===== config.mk =====
export PLATFORM = sky130hd
export DESIGN_NAME = vdrc_top
export DESIGN_NICKNAME = d
export VERILOG_FILES = /design/src/design/vdrc_pkg.sv /design/src/design/vdrc_top.sv
export SDC_FILE = /design/constraint.sdc
export NUM_CORES = 1
export LEC_CHECK = 0
export CAP_MARGIN = 20
export CORE_UTILIZATION = 35
export DETAILED_ROUTE_END_ITERATION = 10
export DONT_BUFFER_PORTS = 1
export PLACE_DENSITY_LB_ADDON = 0.15
export SYNTH_ARGS = -nofsm -noshare
export SYNTH_HDL_FRONTEND = slang
export SYNTH_SLANG_ARGS = --single-unit

===== constraint.sdc =====
create_clock -name clk -period 9 [get_ports clk]
set_input_delay 0.9 -clock clk [delete_from_list [all_inputs] [get_ports clk]]
set_output_delay 0.9 -clock clk [all_outputs]
set_load 0.01 [all_outputs]

===== src/design/vdrc_pkg.sv =====
/*
  Package for the video DRAM random-port controller: command codes,
  Avalon register offsets, field positions and strobe timing counts.
  Assumes a 40 MHz system clock and a strobe-driven video DRAM outside.
*/
package vdrc_pkg;

  // Clock period in ps and documented strobe times in ns
  localparam int CLK_PS          = 25000;
  localparam int T_STEP_NS       = 25;    // Least gap between strobe edges
  localparam int T_STEP_CYC      = ((T_STEP_NS * 1000) + CLK_PS - 1) / CLK_PS;

  // Register offsets (word index, byte address = 4 * index)
  localparam logic [3:0] REG_CTRL    = 4'h0;  // W: go, command, flags
  localparam logic [3:0] REG_ADDR    = 4'h1;  // W: row [8:0], column [24:16]
  localparam logic [3:0] REG_WDATA   = 4'h2;  // W: data [7:0], mask [15:8]
  localparam logic [3:0] REG_STATUS  = 4'h3;  // R: busy, read data
  localparam logic [3:0] REG_PAGE    = 4'h4;  // Not decoded by vdrc_top; writes to it are dropped

  // Control register fields
  localparam int CTRL_GO       = 0;
  localparam int CTRL_CMD_LSB  = 4;
  localparam int CTRL_MASKED   = 8;   // WE low at row strobe fall
  localparam int CTRL_DELAYED  = 9;   // WE falls after column strobe
  localparam int CTRL_HOLD     = 10;  // Keep row open for page mode

  // Status fields
  localparam int STAT_BUSY     = 8;
  localparam int STAT_OPEN     = 9;

  // Commands
  typedef enum logic [3:0] {
    VDRC_CMD_READ   = 4'h0,
    VDRC_CMD_WRITE  = 4'h1,
    VDRC_CMD_BLOCK  = 4'h2,
    VDRC_CMD_FLASH  = 4'h3,
    VDRC_CMD_LCOLOR = 4'h4,
    VDRC_CMD_LMASK  = 4'h5,
    VDRC_CMD_RDXFER = 4'h6,
    VDRC_CMD_WRXFER = 4'h7,
    VDRC_CMD_SPXFER = 4'h8,
    VDRC_CMD_MRST   = 4'h9
  } vdrc_cmd_t;

  // Pin bundle driven to the DRAM
  typedef struct packed {
    logic       row_strobe_n;
    logic       col_strobe_n;
    logic       transfer_output_enable_n;
    logic       write_enable_n;
    logic       special_function_flag;
    logic       reserved_function_flag;
    logic [8:0] addr;
    logic [7:0] io_out;
    logic       io_oe;
  } vdrc_pins_t;

  localparam vdrc_pins_t PINS_IDLE = '{1'b1, 1'b1, 1'b1, 1'b1, 1'b0, 1'b0,
                                       9'h000, 8'h00, 1'b0};

endpackage


===== src/design/vdrc_top.sv =====
/*
  Host-side controller for a dual-port video DRAM random port. Software
  posts commands over Avalon-MM; the block sequences the strobes.
  Assumes the DRAM's I/O read data returns on io_in while col strobe low.
*/
// What this block does
// - Write: transfer high, col high, flag low.
// - Delayed write: keep output enable high.
// - Col toggles in open row give page accesses.
// - Block: I/O at col fall, or at WE fall if delayed, masks columns.
// - Transfer: col high, transfer line low.
// - Register cycle: flag at col picks register.
// - Reserved function flag always held low.
// - Transfer direction from WE at row fall.
`timescale 1ns/10ps
module vdrc_top
  import vdrc_pkg::*;
(
  input  wire logic              clk,
  input  wire logic              reset_n,
  input  wire logic [3:0]        avs_address,
  input  wire logic              avs_read,
  input  wire logic              avs_write,
  input  wire logic [31:0]       avs_writedata,
  output logic      [31:0]       avs_readdata,
  output logic                   avs_waitrequest,
  output vdrc_pkg::vdrc_pins_t   dram,
  input  wire logic [7:0]        io_in
);
  import vdrc_pkg::*;

  // Last count of one strobe step
  localparam logic [3:0] STEP_LAST = 4'(T_STEP_CYC - 1);
  // Extra column-low cycles while read data crosses the two synchroniser flops
  localparam logic [1:0] SYNC_LAST = 2'h2;

  // Reset release chain
  logic rst_s1_q, rst_n_q;
  always_ff @(posedge clk or negedge reset_n) begin
    if (!reset_n) begin
      rst_s1_q <= 1'b0;
      rst_n_q  <= 1'b0;
    end else begin
      rst_s1_q <= 1'b1;
      rst_n_q  <= rst_s1_q;
    end
  end

  // Pin input synchroniser, two stages before use
  logic [7:0] io_s1_q, io_s2_q;
  always_ff @(posedge clk or negedge rst_n_q) begin
    if (!rst_n_q) begin
      io_s1_q <= 8'h00;
      io_s2_q <= 8'h00;
    end else begin
      io_s1_q <= io_in;
      io_s2_q <= io_s1_q;
    end
  end

  // Sequencer states, one-hot
  typedef enum logic [7:0] {
    S_IDLE  = 8'h01,  // Row closed
    S_ROW   = 8'h02,  // Controls set up, row strobe falls next
    S_RFALL = 8'h04,  // Row strobe low, controls latched by device
    S_COL   = 8'h08,  // Column address and flag set up
    S_CFALL = 8'h10,  // Column strobe low
    S_WE    = 8'h20,  // Delayed write enable
    S_OPEN  = 8'h40,  // Row held open for page access
    S_CLOSE = 8'h80   // Row strobe high, precharge
  } vdrc_state_t;

  vdrc_state_t state_q, state_d;
  logic [3:0]  cnt_q, cnt_d;
  logic [31:0] ctrl_q, ctrl_d;         // Command word
  logic [31:0] addr_q, addr_d;         // Row and column
  logic [15:0] wdat_q, wdat_d;         // Data and mask
  logic [7:0]  rdat_q, rdat_d;         // Captured read data
  logic        pers_q, pers_d;         // Persistent mask believed set
  vdrc_pins_t  pins_q, pins_d;
  logic [31:0] rd_q, rd_d;
  logic        wait_q, wait_d;
  logic [1:0]  rwait_q, rwait_d;       // Read settle count

  vdrc_cmd_t cmd;
  logic      masked, delayed, hold, wr_kind, is_xfer;
  assign cmd     = vdrc_cmd_t'(ctrl_q[CTRL_CMD_LSB +: 4]);
  assign masked  = ctrl_q[CTRL_MASKED];
  assign delayed = ctrl_q[CTRL_DELAYED];
  assign hold    = ctrl_q[CTRL_HOLD];
  // Commands that drive write data at the column strobe
  assign wr_kind = (cmd == VDRC_CMD_WRITE) || (cmd == VDRC_CMD_BLOCK) ||
                   (cmd == VDRC_CMD_LCOLOR) || (cmd == VDRC_CMD_LMASK);
  assign is_xfer = (cmd == VDRC_CMD_RDXFER) || (cmd == VDRC_CMD_WRXFER) ||
                   (cmd == VDRC_CMD_SPXFER);

  // Next-state and pin logic
  always_comb begin
    logic step_done;
    step_done = (cnt_q == STEP_LAST);
    state_d = state_q;
    cnt_d   = step_done ? 4'h0 : cnt_q + 4'h1;
    ctrl_d  = ctrl_q;
    addr_d  = addr_q;
    wdat_d  = wdat_q;
    rdat_d  = rdat_q;
    pers_d  = pers_q;
    pins_d  = pins_q;
    wait_d  = 1'b1;
    rd_d    = rd_q;
    rwait_d = rwait_q;
    pins_d.reserved_function_flag = 1'b0;

    // Bus slave: one waitrequest cycle; read data built in the first cycle,
    // writes land only at the edge where waitrequest is seen low
    if ((avs_read || avs_write) && wait_q) begin
      wait_d = 1'b0;
      rd_d = (avs_address == REG_STATUS) ?
             {22'h0, state_q == S_OPEN, state_q != S_IDLE, rdat_q} : 32'h0;
    end
    if ((avs_read || avs_write) && !wait_q) begin
      wait_d = 1'b1;
      if (avs_write) begin
        unique case (avs_address)
          REG_CTRL:  if (state_q == S_IDLE) ctrl_d = avs_writedata;
          REG_ADDR:  addr_d = avs_writedata;
          REG_WDATA: wdat_d = avs_writedata[15:0];
          default:   ;
        endcase
      end
    end

    unique case (state_q)
      S_IDLE: begin
        pins_d = PINS_IDLE;
        cnt_d  = 4'h0;
        if (ctrl_q[CTRL_GO]) begin
          ctrl_d[CTRL_GO] = 1'b0;
          state_d = S_ROW;
          // Row address and cycle selecting levels
          pins_d.addr = addr_q[8:0];
          pins_d.col_strobe_n = 1'b1;
          // Transfer line low selects a transfer
          pins_d.transfer_output_enable_n = !is_xfer;
          // Flag high for register, flash and split transfers
          pins_d.special_function_flag = (cmd == VDRC_CMD_LCOLOR) ||
            (cmd == VDRC_CMD_LMASK) || (cmd == VDRC_CMD_FLASH) ||
            (cmd == VDRC_CMD_SPXFER);
          // WE at row fall: mask mode or transfer direction
          pins_d.write_enable_n = !((masked && (cmd == VDRC_CMD_WRITE ||
            cmd == VDRC_CMD_BLOCK || cmd == VDRC_CMD_FLASH ||
            cmd == VDRC_CMD_SPXFER)) || cmd == VDRC_CMD_WRXFER ||
            cmd == VDRC_CMD_FLASH);
          // Mask on I/O at row fall unless persistent
          pins_d.io_out = wdat_q[15:8];
          pins_d.io_oe  = !pins_d.write_enable_n && !pers_q;
          if (cmd == VDRC_CMD_MRST) begin
            // Column-before-row refresh clears persistence
            pins_d.col_strobe_n = 1'b0;
            pins_d.io_oe        = 1'b0;
          end
        end
      end
      S_ROW: if (step_done) begin
        pins_d.row_strobe_n = 1'b0;
        state_d = S_RFALL;
      end
      S_RFALL: if (step_done) begin
        pins_d.io_oe = 1'b0;
        if (cmd == VDRC_CMD_FLASH || is_xfer || cmd == VDRC_CMD_MRST) begin
          // Whole-row operations need no column access
          pins_d.transfer_output_enable_n = 1'b1;
          if (cmd == VDRC_CMD_MRST) pers_d = 1'b0;
          state_d = S_CLOSE;
        end else begin
          pins_d.transfer_output_enable_n = 1'b1;
          // Early write: WE and data set up a full step before the column fall
          pins_d.write_enable_n = !(wr_kind && !delayed);
          pins_d.io_out = (cmd == VDRC_CMD_BLOCK) ? {4'h0, wdat_q[3:0]} : wdat_q[7:0];
          pins_d.io_oe  = wr_kind && !delayed;  // Column mask for block
          state_d = S_COL;
        end
        pins_d.addr = addr_q[24:16];
        // Flag at column fall: block, or colour vs mask register
        pins_d.special_function_flag = (cmd == VDRC_CMD_BLOCK) ||
                                       (cmd == VDRC_CMD_LCOLOR);
      end
      S_COL: if (step_done) begin
        // Read: output enable low for as long as the column strobe is low
        if (!wr_kind) pins_d.transfer_output_enable_n = 1'b0;
        pins_d.col_strobe_n = 1'b0;
        rwait_d = 2'h0;
        state_d = S_CFALL;
      end
      S_CFALL: if (step_done) begin
        if (wr_kind && delayed) begin
          // Delayed write: output enable kept high
          pins_d.transfer_output_enable_n = 1'b1;
          pins_d.io_out = (cmd == VDRC_CMD_BLOCK) ? {4'h0, wdat_q[3:0]} : wdat_q[7:0];
          pins_d.io_oe  = 1'b1;
          state_d = S_WE;
        end else if (!wr_kind && rwait_q != SYNC_LAST) begin
          // Read data still crossing the synchroniser; column stays low
          rwait_d = rwait_q + 2'h1;
        end else begin
          if (!wr_kind) rdat_d = io_s2_q;
          if (cmd == VDRC_CMD_LMASK && wr_kind) pers_d = 1'b1;
          pins_d.col_strobe_n   = 1'b1;
          pins_d.write_enable_n = 1'b1;
          pins_d.io_oe          = 1'b0;
          pins_d.transfer_output_enable_n = 1'b1;
          state_d = hold ? S_OPEN : S_CLOSE;
        end
      end
      S_WE: if (step_done) begin
        pins_d.write_enable_n = 1'b0;
        if (cmd == VDRC_CMD_LMASK) pers_d = 1'b1;
        state_d = S_CFALL;
        ctrl_d[CTRL_DELAYED] = 1'b0;  // Next pass closes the access
      end
      S_OPEN: begin
        // Row stays low; mask from row fall still applies
        if (ctrl_q[CTRL_GO]) begin
          ctrl_d[CTRL_GO] = 1'b0;
          pins_d.addr = addr_q[24:16];
          pins_d.special_function_flag = (cmd == VDRC_CMD_BLOCK);
          // Early page write: WE and data ahead of the column fall
          pins_d.write_enable_n = !(wr_kind && !delayed);
          pins_d.io_out = (cmd == VDRC_CMD_BLOCK) ? {4'h0, wdat_q[3:0]} : wdat_q[7:0];
          pins_d.io_oe  = wr_kind && !delayed;
          state_d = S_COL;
        end else if (!hold) begin
          state_d = S_CLOSE;
        end
        cnt_d = 4'h0;
      end
      S_CLOSE: begin
        pins_d.row_strobe_n = 1'b1;
        pins_d.col_strobe_n = 1'b1;
        pins_d.io_oe = 1'b0;
        if (step_done) state_d = S_IDLE;  // Precharge; refresh done
      end
      default: state_d = S_IDLE;
    endcase
    // Page command written while open takes the new control word
    if (state_q == S_OPEN && avs_write && !wait_q && avs_address == REG_CTRL) begin
      ctrl_d = avs_writedata;
    end
  end

  // State registers
  always_ff @(posedge clk or negedge rst_n_q) begin
    if (!rst_n_q) begin
      state_q <= S_IDLE;
      cnt_q   <= 4'h0;
      ctrl_q  <= 32'h0;
      addr_q  <= 32'h0;
      wdat_q  <= 16'h0;
      rdat_q  <= 8'h00;
      pers_q  <= 1'b0;
      pins_q  <= PINS_IDLE;
      rd_q    <= 32'h0;
      wait_q  <= 1'b1;
      rwait_q <= 2'h0;
    end else begin
      state_q <= state_d;
      cnt_q   <= cnt_d;
      ctrl_q  <= ctrl_d;
      addr_q  <= addr_d;
      wdat_q  <= wdat_d;
      rdat_q  <= rdat_d;
      pers_q  <= pers_d;
      pins_q  <= pins_d;
      rd_q    <= rd_d;
      wait_q  <= wait_d;
      rwait_q <= rwait_d;
    end
  end

  assign dram            = pins_q;
  assign avs_readdata    = rd_q;
  assign avs_waitrequest = wait_q;
endmodule


**Word level (Yosys, flattened, before mapping)**

Cells that the tools add are included.
Widths: inputs -> output; s select.

- Flip-flop bits (word level): 149
- Logic and storage cells: 210
- Input port bits: 48

- Muxes and demuxes: 73
- Bitwise gates (word level): 3
- Equal/unequal tests: 43
- Add/subtract/negate cells: 2
- Reduce and logical (&&, ||, !) cells: 66

Operator list:

| operator | count |
|---|---|
| $mux 8 | 14 |
| $pmux 8 s7 | 1 |
| $mux 11 | 5 |
| $mux 18 | 3 |
| $ne 2x2->1 const B | 19 |
| $pmux 8 s4 | 1 |
| $pmux 9 s3 | 1 |
| $mux 1 | 25 |
| $reduce_and 5->1 | 4 |
| $mux 9 | 2 |
| $eq 4x2->1 const B | 4 |
| $eq 4x3->1 const B | 4 |
| $logic_or 1x1->1 | 16 |
| $reduce_and 8->1 | 2 |
| $mux 2 | 6 |
| $mux 4 | 3 |
| $reduce_and 6->1 | 2 |
| $reduce_bool 2->1 | 6 |
| $reduce_bool 4->1 | 3 |
| $logic_and 1x1->1 | 11 |
| $mux 10 | 1 |
| $pmux 1 s5 | 2 |
| $reduce_and 10->1 | 1 |
| $reduce_bool 5->1 | 2 |
| 28 further kinds | 49 |

**Logic depth before layout (Yosys ltp)**

Gate-level depths: netlist of the first run.

- Depth after elaboration: 11
- Gate-level depth with buffers: 10
- Depth with buffers taken out: 8

**Least setup slack after synthesis of the first run**

Ideal clock, no wire load.

- Kind: input-to-reg
- Start point: input port avs_address[3]
- End point: register addr_q[16]
- Library setup time: 0.125 ns
- Arrival: 2.199 ns
- Data required time: 8.875 ns
- Cell stages on the path: 4
- Setup slack: 6.677 ns
- Cell sequence: nor4b_1 > nand3b_1 > clkbuf_1 > mux2_2

- Word-level cells in the longest chain between the ends: 2

RTL lines:

| element | line | source |
|---|---|---|
| from (decl) | vdrc_top.sv:21 | `input wire logic [3:0] avs_address,` |
| $eq 4x1->1 | vdrc_top.sv:124 | `unique case (avs_address)` |
| $reduce_and 3->1 (no source line) | n/a |  |
| to (signal assigned) | vdrc_top.sv:269 | `addr_q <= addr_d;` |
| to (decl) | vdrc_top.sv:76 | `logic [31:0] addr_q, addr_d;` |

No other way between the ends.
A chain may end at the register's enable or synchronous reset.

**Worst setup path after layout of the first run**

- Start point: register cnt_q[0]
- End point: register rwait_q[0]

- Word-level cells in the longest chain between the ends: 3
- Elaborated cells between the ends (all ways): 4

RTL lines:

| element | line | source |
|---|---|---|
| from (decl) | vdrc_top.sv:74 | `logic [3:0] cnt_q, cnt_d;` |
| from (signal assigned) | vdrc_top.sv:267 | `cnt_q <= cnt_d;` |
| $logic_not 4->1 (*) | vdrc_top.sv:100 | `step_done = (cnt_q == STEP_LAST);` |
| $ne 2x2->1 (no source line) | n/a |  |
| $reduce_and 5->1 (no source line) (*) | n/a |  |
| to (signal assigned) | vdrc_top.sv:276 | `rwait_q <= rwait_d;` |
| to (decl) | vdrc_top.sv:83 | `logic [1:0] rwait_q, rwait_d;` |

Mark *: on every way between the ends. The rest lies on a longest branch, timed or not.

==> impl_table.tex, run 1 <==
\begin{tabular}{lr}
\hline
Metric & Value \\
\hline
\multicolumn{2}{l}{\textbf{Global routing}} \\
\quad Number of antenna violations at the first check in global routing & 0 \\
\quad Via count of the first global-routing pass & 3,805 \\
\quad Pin count of the biggest net entering global routing & 71 \\
\quad Total gr overflow & 0 \\
\quad Wire length of the first global-routing pass & 20.6 mm \\
\quad Global-route total usage across every layer & 16.7\% \\
\multicolumn{2}{l}{\textbf{Synthesis}} \\
\quad Area share of the leading cell type in the synthesized netlist & 50.2\% \\
\quad Post-Syn Instances & 483 \\
\quad Most repeated cell in the gate-level netlist after synthesis & sky130\_fd\_sc\_hd\_\_dfrtp\_1 \\
\quad Mean post-synth cell area & 11.5 µm² \\
\quad Mapped cell area & 5540 µm² \\
\quad Top post-synthesis cells by area & sky130\_fd\_sc\_hd\_\_dfrtp\_1, sky130\_fd\_sc\_hd\_\_mux2\_2, sky130\_fd\_sc\_hd\_\_buf\_4, sky130\_fd\_sc\_hd\_\_a22o\_1, sky130\_fd\_sc\_hd\_\_dfstp\_2 \\
\quad Most used standard cells in the synthesized netlist & sky130\_fd\_sc\_hd\_\_dfrtp\_1, sky130\_fd\_sc\_hd\_\_mux2\_2, sky130\_fd\_sc\_hd\_\_nor2\_1 \\
\quad Fraction of registers with async set or reset after synthesis & 100\% \\
\quad Primary FF master, synth & sky130\_fd\_sc\_hd\_\_dfrtp\_1 \\
\quad Post-synthesis cell type with the largest combined area & sky130\_fd\_sc\_hd\_\_dfrtp\_1 \\
\quad Count of flip-flops with a built-in enable after synthesis & 0 \\
\quad Yosys reg bits & 117 \\
\quad Netlist cell types & 64 \\
\quad Synthesis Warnings & 0 \\
\quad Fraction of the yosys area taken by sequential cells & 53.0\% \\
\multicolumn{2}{l}{\textbf{Critical path}} \\
\quad Delay of the slowest cell on the worst path & 0.77 ns \\
\quad CP delay by family, top & simple AND/OR/NAND/NOR gates \\
\quad Critical Path AT & 3.12 ns \\
\quad Cell-by-cell listing of the critical path & inv\_1, ha\_1, nor3b\_2, nor4\_1, o211a\_1, or3\_1, a311o\_1 \\
\quad Cell with the largest stage delay on the worst path & sky130\_fd\_sc\_hd\_\_nor3b\_2 \\
\quad Type of element launching the critical path & register \\
\quad Path type of the worst setup path & reg2reg \\
\quad Nature of the critical path endpoint & register \\
\quad Critical Path Fanout Max & 13 \\
\quad WP buf/inv & 1 \\
\quad Required time of the critical path & 9.29 ns \\
\multicolumn{2}{l}{\textbf{STA}} \\
\quad Tmin final & 2.83 ns \\
\quad Final setup skew & 0.0116 ns \\
\quad Final hold vios & 0 \\
\quad Worst Slack Setup Final & 6.17 ns \\
\quad RSZ-0062 raised after global routing & false \\
\quad Worst Tran Pin Value & 0.958 ns \\
\quad Setup-failing EPs final & 0 \\
\quad Period utilization & 31.4\% \\
\quad Normalized max-slew margin & 35.9\% \\
\quad Maximum clock rate & 354 MHz \\
\quad Final sum of negative setup slack & 0 ns \\
\quad Max-slew violation total from the final report & 0 \\
\multicolumn{2}{l}{\textbf{Die}} \\
\quad \# rows & 45 \\
\quad Total Die Area & 16,300 µm² \\
\quad Horiz. Die Dim & 128 µm \\
\quad Die boundary height & 128 µm \\
\quad Top-level port count & 105 \\
\quad Initial Util & 36.2\% \\
\quad Core Box Area & 15,300 µm² \\
\multicolumn{2}{l}{\textbf{Place}} \\
\quad Half-perimeter wire length after detailed placement & 8.93 mm \\
\quad Post-Place Worst Slack & 6.10 ns \\
\quad RePlAce Congestion & 0.841 \\
\quad Cell area after placement & 5610 µm² \\
\quad Buffers on Ports & 0 \\
\multicolumn{2}{l}{\textbf{Finish}} \\
\quad Combined area of the multi-input logic cells & 2340 µm² \\
\quad Number of fill cells & 1,479 \\
\quad Post-synthesis to final-layout area growth & 12.3\% \\
\quad FF+latch area & 2940 µm² \\
\quad Final Instance Area & 6220 µm² \\
\quad Final standard cell utilization of the core & 40.6\% \\
\quad Number of diodes added for antenna fixing & 0 \\
\quad Final net count & 530 \\
\quad Proportion of layout cells with a drive suffix above 1 & 24.4\% \\
\multicolumn{2}{l}{\textbf{CTS}} \\
\quad Post-CTS setup-driven buffer insertion count & 0 \\
\quad Total clock sinks & 117 \\
\quad Clock buffer count from CTS & 17 \\
\quad Clock transition at the register clock pins on the worst setup and hold paths after CTS & 0.05 ns \\
\quad Post-CTS Hold Fix Bufs & 0 \\
\quad Insertion delay to the later sink of the worst-skew pair & 0.42 ns \\
\quad Max Root-Sink Buffers & 2 \\
\quad H-tree lvl count & 4 \\
\quad TritonCTS clock tree & yes \\
\quad Buffer cell driving the clock tree root & sky130\_fd\_sc\_hd\_\_clkbuf\_16 \\
\quad Post-cts repair resize count & 0 \\
\multicolumn{2}{l}{\textbf{Pwr}} \\
\quad Peak VDD IR & 132 µV \\
\quad Power per Cell Area & 259 nW/µm² \\
\quad Static leakage power & 2.76 nW \\
\multicolumn{2}{l}{\textbf{Min path}} \\
\quad Hold Crit Class & in2async \\
\multicolumn{2}{l}{\textbf{Route}} \\
\quad Vias after detailed routing & 3,754 \\
\quad Remaining antenna violation count & 0 \\
\quad Wirelength per Cell & 18.1 µm \\
\quad Residual DRC & 0 \\
\quad Iteration count of the initial detailed-routing pass & 4 \\
\quad Via-to-Cell Ratio & 5.34 \\
\quad Detailed-route wire length & 12.7 mm \\
\quad Initial drt markers & 194 \\
\multicolumn{2}{l}{\textbf{Status}} \\
\quad Status & finished clean \\
\multicolumn{2}{l}{\textbf{Job}} \\
\quad Max-cap violations & 0 \\
\hline
\end{tabular}
-- through the flow --
stage / hold WS [ns] / power [mW] / instances
final: 0.178 / 1.61 / 703
after global routing: 0.157 / 1.69 / 703
after CTS: 0.157 / 1.63 / 702
after detailed placement: 0.335 / 0.943 / 670
after global placement: 0.332 / 0.934 / 669
after floorplan: 0.331 / 0.888 / 505
-- flip-flops by register name, summed over array words and instances (netlist names), 2 cells and up --
name / cells
cnt_q: 4
ctrl_q: 8
wdat_q: 16
io_s1_q: 8
dram: 23
addr_q: 18
rdat_q: 8
avs_readdata: 10
io_s2_q: 8
state_q: 8
rwait_q: 2
-- power breakdown --
group	total, mW	internal [mW]	leakage, nW	switching (mW)
logic	0.252	0.107	0.959	0.145
clock network	0.672	0.424	0.286	0.248
registers	0.687	0.603	1.52	0.0835
total	1.61	1.13	2.76	0.476
-- worst paths after layout --
path	end	slack (ns)	depth (start not counted)	start
min in group clk	io_s2_q[6]	0.35	0	io_s1_q[6]
max in group asynchronous	ctrl_q[0]	7.29	1	rst_n_q
max	rwait_q[0]	6.17	7	cnt_q[0]
min reg2reg	io_s1_q[6]	0.34	0	rst_n_q
max reg2reg	rwait_q[0]	6.17	7	cnt_q[0]
min	rst_n_q	0.18	0	reset_n
-- final cells by class --
type,count,share of cell area (%)
Sequential cell,117,47.2
Multi-Input combinational cell,329,37.7
Clock buffer,19,7.28
Tap cell,211,4.24
Clock inverter,13,2.33
Timing Repair Buffer,6,0.744
Inverter,8,0.483
-- layer usage --
metal / global-route usage (%) / vias up / share of wire [%]
li1: - / 1704 / -
met1: 20.2 / 1904 / 43
met2: 26.2 / 122 / 48
met3: 5.68 / 24 / 7.5
met4: 8.93 / 0 / 2.3
met5: 0 / - / 0
-- placed cells by master (no fill, tap or decap), types with 3 or more instances in the layout --
master and count:
sky130_fd_sc_hd__nor2_1 32, sky130_fd_sc_hd__dfstp_2 6, sky130_fd_sc_hd__o21a_1 4, sky130_fd_sc_hd__nand4_1 4, sky130_fd_sc_hd__a211oi_1 3, sky130_fd_sc_hd__conb_1 24, sky130_fd_sc_hd__dfrtp_1 110, sky130_fd_sc_hd__nand3b_1 6
sky130_fd_sc_hd__and2_1 4, sky130_fd_sc_hd__a21oi_1 13, sky130_fd_sc_hd__or3_1 5, sky130_fd_sc_hd__ha_1 3, sky130_fd_sc_hd__nand2b_1 5, sky130_fd_sc_hd__buf_4 4, sky130_fd_sc_hd__a22o_1 19, sky130_fd_sc_hd__nor4_1 5
sky130_fd_sc_hd__clkinvlp_4 3, sky130_fd_sc_hd__nor3_4 3, sky130_fd_sc_hd__mux2_2 56, sky130_fd_sc_hd__nand2_1 30, sky130_fd_sc_hd__clkinv_4 3, sky130_fd_sc_hd__and3_1 4, sky130_fd_sc_hd__nor3_1 4, sky130_fd_sc_hd__o32ai_1 3
sky130_fd_sc_hd__inv_1 8, sky130_fd_sc_hd__o21ai_0 12, sky130_fd_sc_hd__xor2_1 5, sky130_fd_sc_hd__or2_2 4, sky130_fd_sc_hd__nor2b_1 3, sky130_fd_sc_hd__a31oi_1 13, sky130_fd_sc_hd__nand3_1 17, sky130_fd_sc_hd__o22ai_1 5
sky130_fd_sc_hd__inv_6 3, sky130_fd_sc_hd__clkbuf_16 17
-- cells by family (layout without fill, tap and decap cells) --
group                    after synthesis  count (layout)  synth area share (%)
buffers and inverters                 59              46                  6.35
multiplexers                          57              57                  11.6
other                                  2              24                 0.136
adder cells (fa/ha/maj)                3               3                 0.678
AND/OR/NAND/NOR                      143             143                  14.7
flip-flops                           117             117                  53.0
XOR/XNOR                               7               7                  1.11
AO/OA/AOI/OAI                         95              95                  12.5
No activity file was read; power rests on OpenSTA's default activity.
==> run 2: changes to the inputs <==
- ABC_AREA: default -> 1
- clock period: 9 -> 2.5 ns (I/O delays scaled with it)
==> impl_table.tex, run 2 <==
\begin{tabular}{lr}
\hline
Metric & Value \\
\hline
\multicolumn{2}{l}{\textbf{Finish}} \\
\quad Number of fill cells & 1,639 \\
\quad Final net count & 782 \\
\quad Post-synthesis to final-layout area growth & 18.0\% \\
\quad Proportion of layout cells with a drive suffix above 1 & 13.2\% \\
\quad Commonest non-fill, non-tap cells in the layout & sky130\_fd\_sc\_hd\_\_nand2\_1, sky130\_fd\_sc\_hd\_\_dfrtp\_1, sky130\_fd\_sc\_hd\_\_inv\_1 \\
\quad Number of diodes added for antenna fixing & 0 \\
\quad Most common library cell in the layout ignoring fill and taps & sky130\_fd\_sc\_hd\_\_nand2\_1 \\
\quad Max reg flops & 23 \\
\multicolumn{2}{l}{\textbf{Route}} \\
\quad Via-to-Cell Ratio & 4.54 \\
\quad Initial drt markers & 165 \\
\quad Detailed-route wire length & 13.1 mm \\
\quad Residual DRC & 0 \\
\quad Wirelength per Cell & 13.6 µm \\
\quad Remaining antenna violation count & 0 \\
\quad Vias after detailed routing & 4,354 \\
\quad Iteration count of the initial detailed-routing pass & 5 \\
\multicolumn{2}{l}{\textbf{Die}} \\
\quad Die boundary height & 130 µm \\
\quad \# rows & 46 \\
\quad Top-level port count & 105 \\
\quad Core Box Area & 15,900 µm² \\
\quad Total Die Area & 16,900 µm² \\
\quad Horiz. Die Dim & 130 µm \\
\quad Initial Util & 36.0\% \\
\multicolumn{2}{l}{\textbf{STA}} \\
\quad Tmin final & 1.97 ns \\
\quad Final hold vios & 0 \\
\quad Normalized max-slew margin & 41.4\% \\
\quad RSZ-0062 raised after global routing & false \\
\quad Period utilization & 78.9\% \\
\quad Final setup skew & 0.00585 ns \\
\quad Worst hold margin & 0.0111 ns \\
\quad Maximum clock rate & 507 MHz \\
\quad Worst Slack Setup Final & 0.528 ns \\
\quad Worst Tran Pin Value & 0.874 ns \\
\quad Final sum of negative setup slack & 0 ns \\
\quad Max-slew violation total from the final report & 0 \\
\quad Setup-failing EPs final & 0 \\
\multicolumn{2}{l}{\textbf{Synthesis}} \\
\quad Top post-synthesis cells by area & sky130\_fd\_sc\_hd\_\_dfrtp\_1, sky130\_fd\_sc\_hd\_\_nand2\_1, sky130\_fd\_sc\_hd\_\_o21ai\_0, sky130\_fd\_sc\_hd\_\_inv\_1, sky130\_fd\_sc\_hd\_\_nor2\_1 \\
\quad Post-Syn Instances & 695 \\
\quad Fraction of the yosys area taken by sequential cells & 51.1\% \\
\quad Yosys reg bits & 117 \\
\quad Mapped cell area & 5740 µm² \\
\quad Fraction of registers with async set or reset after synthesis & 100\% \\
\quad Most used standard cells in the synthesized netlist & sky130\_fd\_sc\_hd\_\_nand2\_1, sky130\_fd\_sc\_hd\_\_dfrtp\_1, sky130\_fd\_sc\_hd\_\_inv\_1 \\
\quad Mean post-synth cell area & 8.26 µm² \\
\quad Area share of the leading cell type in the synthesized netlist & 48.4\% \\
\quad Most repeated cell in the gate-level netlist after synthesis & sky130\_fd\_sc\_hd\_\_nand2\_1 \\
\quad Synthesis Warnings & 0 \\
\quad Netlist cell types & 32 \\
\quad Primary FF master, synth & sky130\_fd\_sc\_hd\_\_dfrtp\_1 \\
\quad Post-synthesis cell type with the largest combined area & sky130\_fd\_sc\_hd\_\_dfrtp\_1 \\
\quad Count of flip-flops with a built-in enable after synthesis & 0 \\
\multicolumn{2}{l}{\textbf{Global routing}} \\
\quad Number of antenna violations at the first check in global routing & 0 \\
\quad Wire length of the first global-routing pass & 21.4 mm \\
\quad Global-route total usage across every layer & 16.9\% \\
\quad Total gr overflow & 0 \\
\quad Via count of the first global-routing pass & 4,198 \\
\quad Pin count of the biggest net entering global routing & 64 \\
\multicolumn{2}{l}{\textbf{CTS}} \\
\quad Clock buffer count from CTS & 17 \\
\quad Max Root-Sink Buffers & 2 \\
\quad TritonCTS clock tree & yes \\
\quad H-tree lvl count & 4 \\
\quad Buffer cell driving the clock tree root & sky130\_fd\_sc\_hd\_\_clkbuf\_16 \\
\quad Insertion delay to the later sink of the worst-skew pair & 0.42 ns \\
\quad Post-cts repair resize count & 0 \\
\quad Clock transition at the register clock pins on the worst setup and hold paths after CTS & 0.06 ns \\
\quad Total clock sinks & 117 \\
\multicolumn{2}{l}{\textbf{Place}} \\
\quad Post-Place Worst Slack & 0.567 ns \\
\quad Buffers on Ports & 0 \\
\quad RePlAce Congestion & 0.923 \\
\quad Half-perimeter wire length after detailed placement & 9.68 mm \\
\multicolumn{2}{l}{\textbf{Status}} \\
\quad Status & finished clean \\
\multicolumn{2}{l}{\textbf{Pwr}} \\
\quad Static leakage power & 3.49 nW \\
\quad Peak VDD IR & 633 µV \\
\quad Power per Cell Area & 927 nW/µm² \\
\multicolumn{2}{l}{\textbf{Critical path}} \\
\quad Type of element launching the critical path & register \\
\quad Critical Path AT & 2.31 ns \\
\quad Path type of the worst setup path & reg2reg \\
\quad Required time of the critical path & 2.84 ns \\
\quad Critical Path Fanout Max & 15 \\
\quad Nature of the critical path endpoint & register \\
\multicolumn{2}{l}{\textbf{Min path}} \\
\quad Hold Crit Class & in2reg \\
\multicolumn{2}{l}{\textbf{Job}} \\
\quad Max-cap violations & 0 \\
\hline
\end{tabular}
-- run 2: cell type report --
| cell class | count | area (µm²) | area share (%) |
|---|---|---|---|
| inverters | 78 | 298 | 4.40 |
| well taps | 216 | 270 | 3.99 |
| multi-input cells | 485 | 2330 | 34.5 |
| flip-flops and latches | 117 | 2940 | 43.4 |
| clock buffers | 17 | 425 | 6.28 |
| repair buffers | 32 | 315 | 4.65 |
| clock inverters | 15 | 193 | 2.84 |
-- run 2: critical path, cell delays in order (launching register included) --
cell,delay [ns]
sky130_fd_sc_hd__dfstp_2,0.56
sky130_fd_sc_hd__nor2_2,0.06
sky130_fd_sc_hd__nand2_4,0.15
sky130_fd_sc_hd__nor2_4,0.08
sky130_fd_sc_hd__o21ai_1,0.69
sky130_fd_sc_hd__o21ai_0,0.17
sky130_fd_sc_hd__a21oi_1,0.17
-- run 2: path summary, 6_finish.rpt --
check                                 start   endpoint  slack [ns]  cells past startpoint
max in group asynchronous           rst_n_q   dram[22]        1.54                      1
min in group asynchronous           reset_n    rst_n_q        0.06                      1
max reg2reg                      state_q[0]  ctrl_q[0]        0.53                      6
max                              state_q[0]  ctrl_q[0]        0.53                      6
min                        avs_writedata[1]  wdat_q[1]        0.01                      2
min reg2reg                         rst_n_q  rdat_q[0]        0.21                      0
-- run 2: cells by family after synthesis --
family / share of synthesized area, %
AND/OR/NAND/NOR: 28.8
multiplexers: 2.35
other: 0.131
XOR/XNOR: 0.305
flip-flops: 51.1
buffers and inverters: 9.63
AO/OA/AOI/OAI: 6.97
adder cells (fa/ha/maj): 0.654
-- run 2: stage by stage --
| step | instance area, µm² | std cells | power (mW) | utilization, % |
|---|---|---|---|---|
| 3_3_place_gp | 5910 | 903 | 3.72 | 37.1 |
| 3_5_place_dp | 5910 | 903 | 3.74 | 37.1 |
| 5_1_grt | 6780 | 960 | 6.67 | 42.5 |
| 2_1_floorplan | 5820 | 717 | 3.47 | - |
| 6_report | 6780 | 960 | 6.28 | 42.5 |
| 4_1_cts | 6780 | 960 | 6.35 | 42.5 |
-- run 2: report_power, final --
| part | internal (mW) | total, mW | switching (mW) |
|---|---|---|---|
| Sequential | 2.19 | 2.45 | 0.259 |
| Combinational | 0.414 | 1.28 | 0.866 |
| Clock | 1.59 | 2.54 | 0.950 |
-- run 2: per-layer routing --
| metal | up-vias | routed length, µm | track usage (%) |
|---|---|---|---|
| met2 | 121 | 5980 | 25.6 |
| met3 | 24 | 722 | 5.33 |
| li1 | 2204 | - | - |
| met5 | - | 0 | 0 |
| met1 | 2005 | 5980 | 21.7 |
| met4 | 0 | 362 | 8.48 |
-- run 2: repair_timing --
action | CTS | global route
hold endpoints to repair | 27 | 0
buffers inserted | 0 | 0
hold buffers | 25 | 0
==> run 3: changes to the inputs <==
- ABC_AREA: 1 -> 0
- clock period: 2.5 -> 1.7 ns (I/O delays scaled with it)
==> impl_table.tex, run 3 (synthesis results as in run 1) <==
\begin{tabular}{lr}
\hline
Metric & Value \\
\hline
\multicolumn{2}{l}{\textbf{Pwr}} \\
\quad Internal power & 7.15 mW \\
\quad Sum of internal, switching and leakage power & 10.1 mW \\
\quad Net switching share of the total power & 29.3\% \\
\quad Static leakage power & 3.69 nW \\
\quad Psw & 2.96 mW \\
\quad Fraction of power consumed by sequential logic & 35.1\% \\
\quad Power per Cell Area & 1230 nW/µm² \\
\quad Part of the power in combinational logic & 26.8\% \\
\quad Power share of the clock group & 38.1\% \\
\quad Peak VDD IR & 798 µV \\
\multicolumn{2}{l}{\textbf{Place}} \\
\quad RePlAce Congestion & 0.890 \\
\quad Half-perimeter wire length after detailed placement & 10.4 mm \\
\quad Buffers on Ports & 0 \\
\quad Cell total after placement & 761 \\
\quad Cell area after placement & 6520 µm² \\
\multicolumn{2}{l}{\textbf{STA}} \\
\quad Worst hold margin & 0.0603 ns \\
\quad RSZ-0062 raised after global routing & true \\
\quad Tmin final & 2.07 ns \\
\quad Final hold vios & 0 \\
\quad Setup-failing EPs final & 53 \\
\quad Final setup skew & 0.00604 ns \\
\quad Period utilization & 122\% \\
\quad Max-slew violation total from the final report & 0 \\
\quad Worst Slack Setup Final & -0.374 ns \\
\quad Maximum clock rate & 482 MHz \\
\multicolumn{2}{l}{\textbf{Finish}} \\
\quad Commonest non-fill, non-tap cells in the layout & sky130\_fd\_sc\_hd\_\_dfrtp\_1, sky130\_fd\_sc\_hd\_\_buf\_4, sky130\_fd\_sc\_hd\_\_mux2\_2 \\
\quad Max reg flops & 23 \\
\quad Final net count & 683 \\
\quad Combined area of the multi-input logic cells & 2880 µm² \\
\quad Proportion of layout cells with a drive suffix above 1 & 46.7\% \\
\quad Post-synthesis to final-layout area growth & 48.1\% \\
\quad Count of placed standard cells in the final layout, fillers left out & 856 \\
\quad Number of fill cells & 1,328 \\
\quad Final Instance Area & 8200 µm² \\
\quad Number of diodes added for antenna fixing & 0 \\
\quad Most common library cell in the layout ignoring fill and taps & sky130\_fd\_sc\_hd\_\_dfrtp\_1 \\
\quad FF+latch area & 2940 µm² \\
\multicolumn{2}{l}{\textbf{Status}} \\
\quad Status & complete, but fails checks \\
\quad Failing checks & setup timing \\
\multicolumn{2}{l}{\textbf{Global routing}} \\
\quad Wire length of the first global-routing pass & 24.0 mm \\
\quad Total gr overflow & 0 \\
\quad Pin count of the biggest net entering global routing & 42 \\
\quad Number of antenna violations at the first check in global routing & 0 \\
\quad Via count of the first global-routing pass & 4,437 \\
\quad Global-route total usage across every layer & 19.5\% \\
\multicolumn{2}{l}{\textbf{CTS}} \\
\quad Insertion delay to the later sink of the worst-skew pair & 0.42 ns \\
\quad Total clock sinks & 117 \\
\quad Clock buffer count from CTS & 17 \\
\quad TritonCTS clock tree & yes \\
\quad Buffer cell driving the clock tree root & sky130\_fd\_sc\_hd\_\_clkbuf\_16 \\
\quad Clock transition at the register clock pins on the worst setup and hold paths after CTS & 0.06 ns \\
\quad Max Root-Sink Buffers & 2 \\
\quad H-tree lvl count & 4 \\
\multicolumn{2}{l}{\textbf{Critical path}} \\
\quad Type of element launching the critical path & register \\
\quad Critical Path Fanout Max & 7 \\
\quad Required time of the critical path & 2.00 ns \\
\quad Nature of the critical path endpoint & register \\
\quad Path type of the worst setup path & reg2reg \\
\quad Slack of the worst reg-to-reg path & -0.37 ns \\
\quad Critical Path AT & 2.37 ns \\
\multicolumn{2}{l}{\textbf{Die}} \\
\quad Initial Util & 36.2\% \\
\quad Top-level port count & 105 \\
\quad Core Box Area & 15,300 µm² \\
\quad \# rows & 45 \\
\quad Horiz. Die Dim & 128 µm \\
\quad Die boundary height & 128 µm \\
\quad Total Die Area & 16,300 µm² \\
\multicolumn{2}{l}{\textbf{Route}} \\
\quad Wirelength per Cell & 17.6 µm \\
\quad Iteration count of the initial detailed-routing pass & 5 \\
\quad Detailed-route wire length & 15.0 mm \\
\quad Via-to-Cell Ratio & 5.10 \\
\quad Initial drt markers & 203 \\
\quad Remaining antenna violation count & 0 \\
\quad Vias after detailed routing & 4,367 \\
\quad Residual DRC & 0 \\
\multicolumn{2}{l}{\textbf{Min path}} \\
\quad Hold Crit Class & in2reg \\
\multicolumn{2}{l}{\textbf{Job}} \\
\quad Max-cap violations & 0 \\
\hline
\end{tabular}
==> run 3: changes by cell type in the layout (fill, tap and decap cells not counted), sizes merged, moves of 43 or more <==
cell / previous run / this run
buf: 7 / 122
o21ai: 73 / 15
inv: 85 / 8
mux2: 12 / 57
nand2: 235 / 30
nor2: 75 / 32
==> run 3: path summary, 6_finish.rpt <==
kind / startpoint / end / cells past startpoint
max: state_q[5] / state_q[4] / 7
min: avs_write / avs_waitrequest / 2
max reg2reg: state_q[5] / state_q[4] / 7
min reg2reg: rst_n_q / io_s1_q[5] / 0
max in group asynchronous: rst_n_q / avs_waitrequest / 1
min in group asynchronous: rst_n_q / io_s1_q[5] / 0
==> run 3: routing by layer <==
layer / up-vias / GRT usage [%] / share of wire, %
li1: 2018 / - / -
met5: - / 0 / 0
met2: 128 / 32.1 / 50
met4: 0 / 8.17 / 1.9
met1: 2196 / 23.9 / 42
met3: 25 / 5.76 / 5.7
==> run 3: critical path: stages, from the launching register on <==
cell and delay, ns:
sky130_fd_sc_hd__dfrtp_1 0.39, sky130_fd_sc_hd__buf_6 0.15, sky130_fd_sc_hd__buf_4 0.14, sky130_fd_sc_hd__xor2_1 0.16
sky130_fd_sc_hd__o211ai_1 0.25, sky130_fd_sc_hd__a31oi_2 0.16, sky130_fd_sc_hd__or3_4 0.41, sky130_fd_sc_hd__mux2_4 0.31
==> run 3: layout make-up <==
cell class,instances,area share [%]
Sequential cell,117,35.9
Multi-Input combinational cell,330,35.1
Timing Repair Buffer,158,17.7
Clock buffer,21,5.61
Tap cell,211,3.22
Clock inverter,11,2.14
Inverter,8,0.366
==> run 3: through the flow <==
stage	util, %	setup TNS (ns)	worst slack, ns
4_1_cts	51.8	-13.10	-0.381
3_3_place_gp	42.6	-15.42	-0.413
6_report	53.6	-13.24	-0.374
3_5_place_dp	42.6	-16.17	-0.424
5_1_grt	53.6	-17.12	-0.435
2_1_floorplan	-	-8.67	-0.435
==> run 3: what timing repair did <==
item | in CTS | in global routing
cloned | 2 | 1
setup endpoints to repair | 55 | 59
hold buffers | 35 | 0
gates resized for setup | 76 | 32
setup buffers | 16 | 11
pin swaps | 26 | 21
hold endpoints to repair | 52 | 0
==> run 3: power groups by stage <==
| stage | Combinational, mW | Clock [mW] | Sequential, mW |
|---|---|---|---|
| final | 2.71 | 3.85 | 3.55 |
| after CTS | 2.47 | 3.92 | 3.55 |
| after floorplan | 1.33 | 0 | 3.51 |
| after global placement | 1.98 | 0 | 3.57 |
| after global routing | 2.93 | 4.05 | 3.60 |
| after detailed placement | 2.01 | 0 | 3.58 |
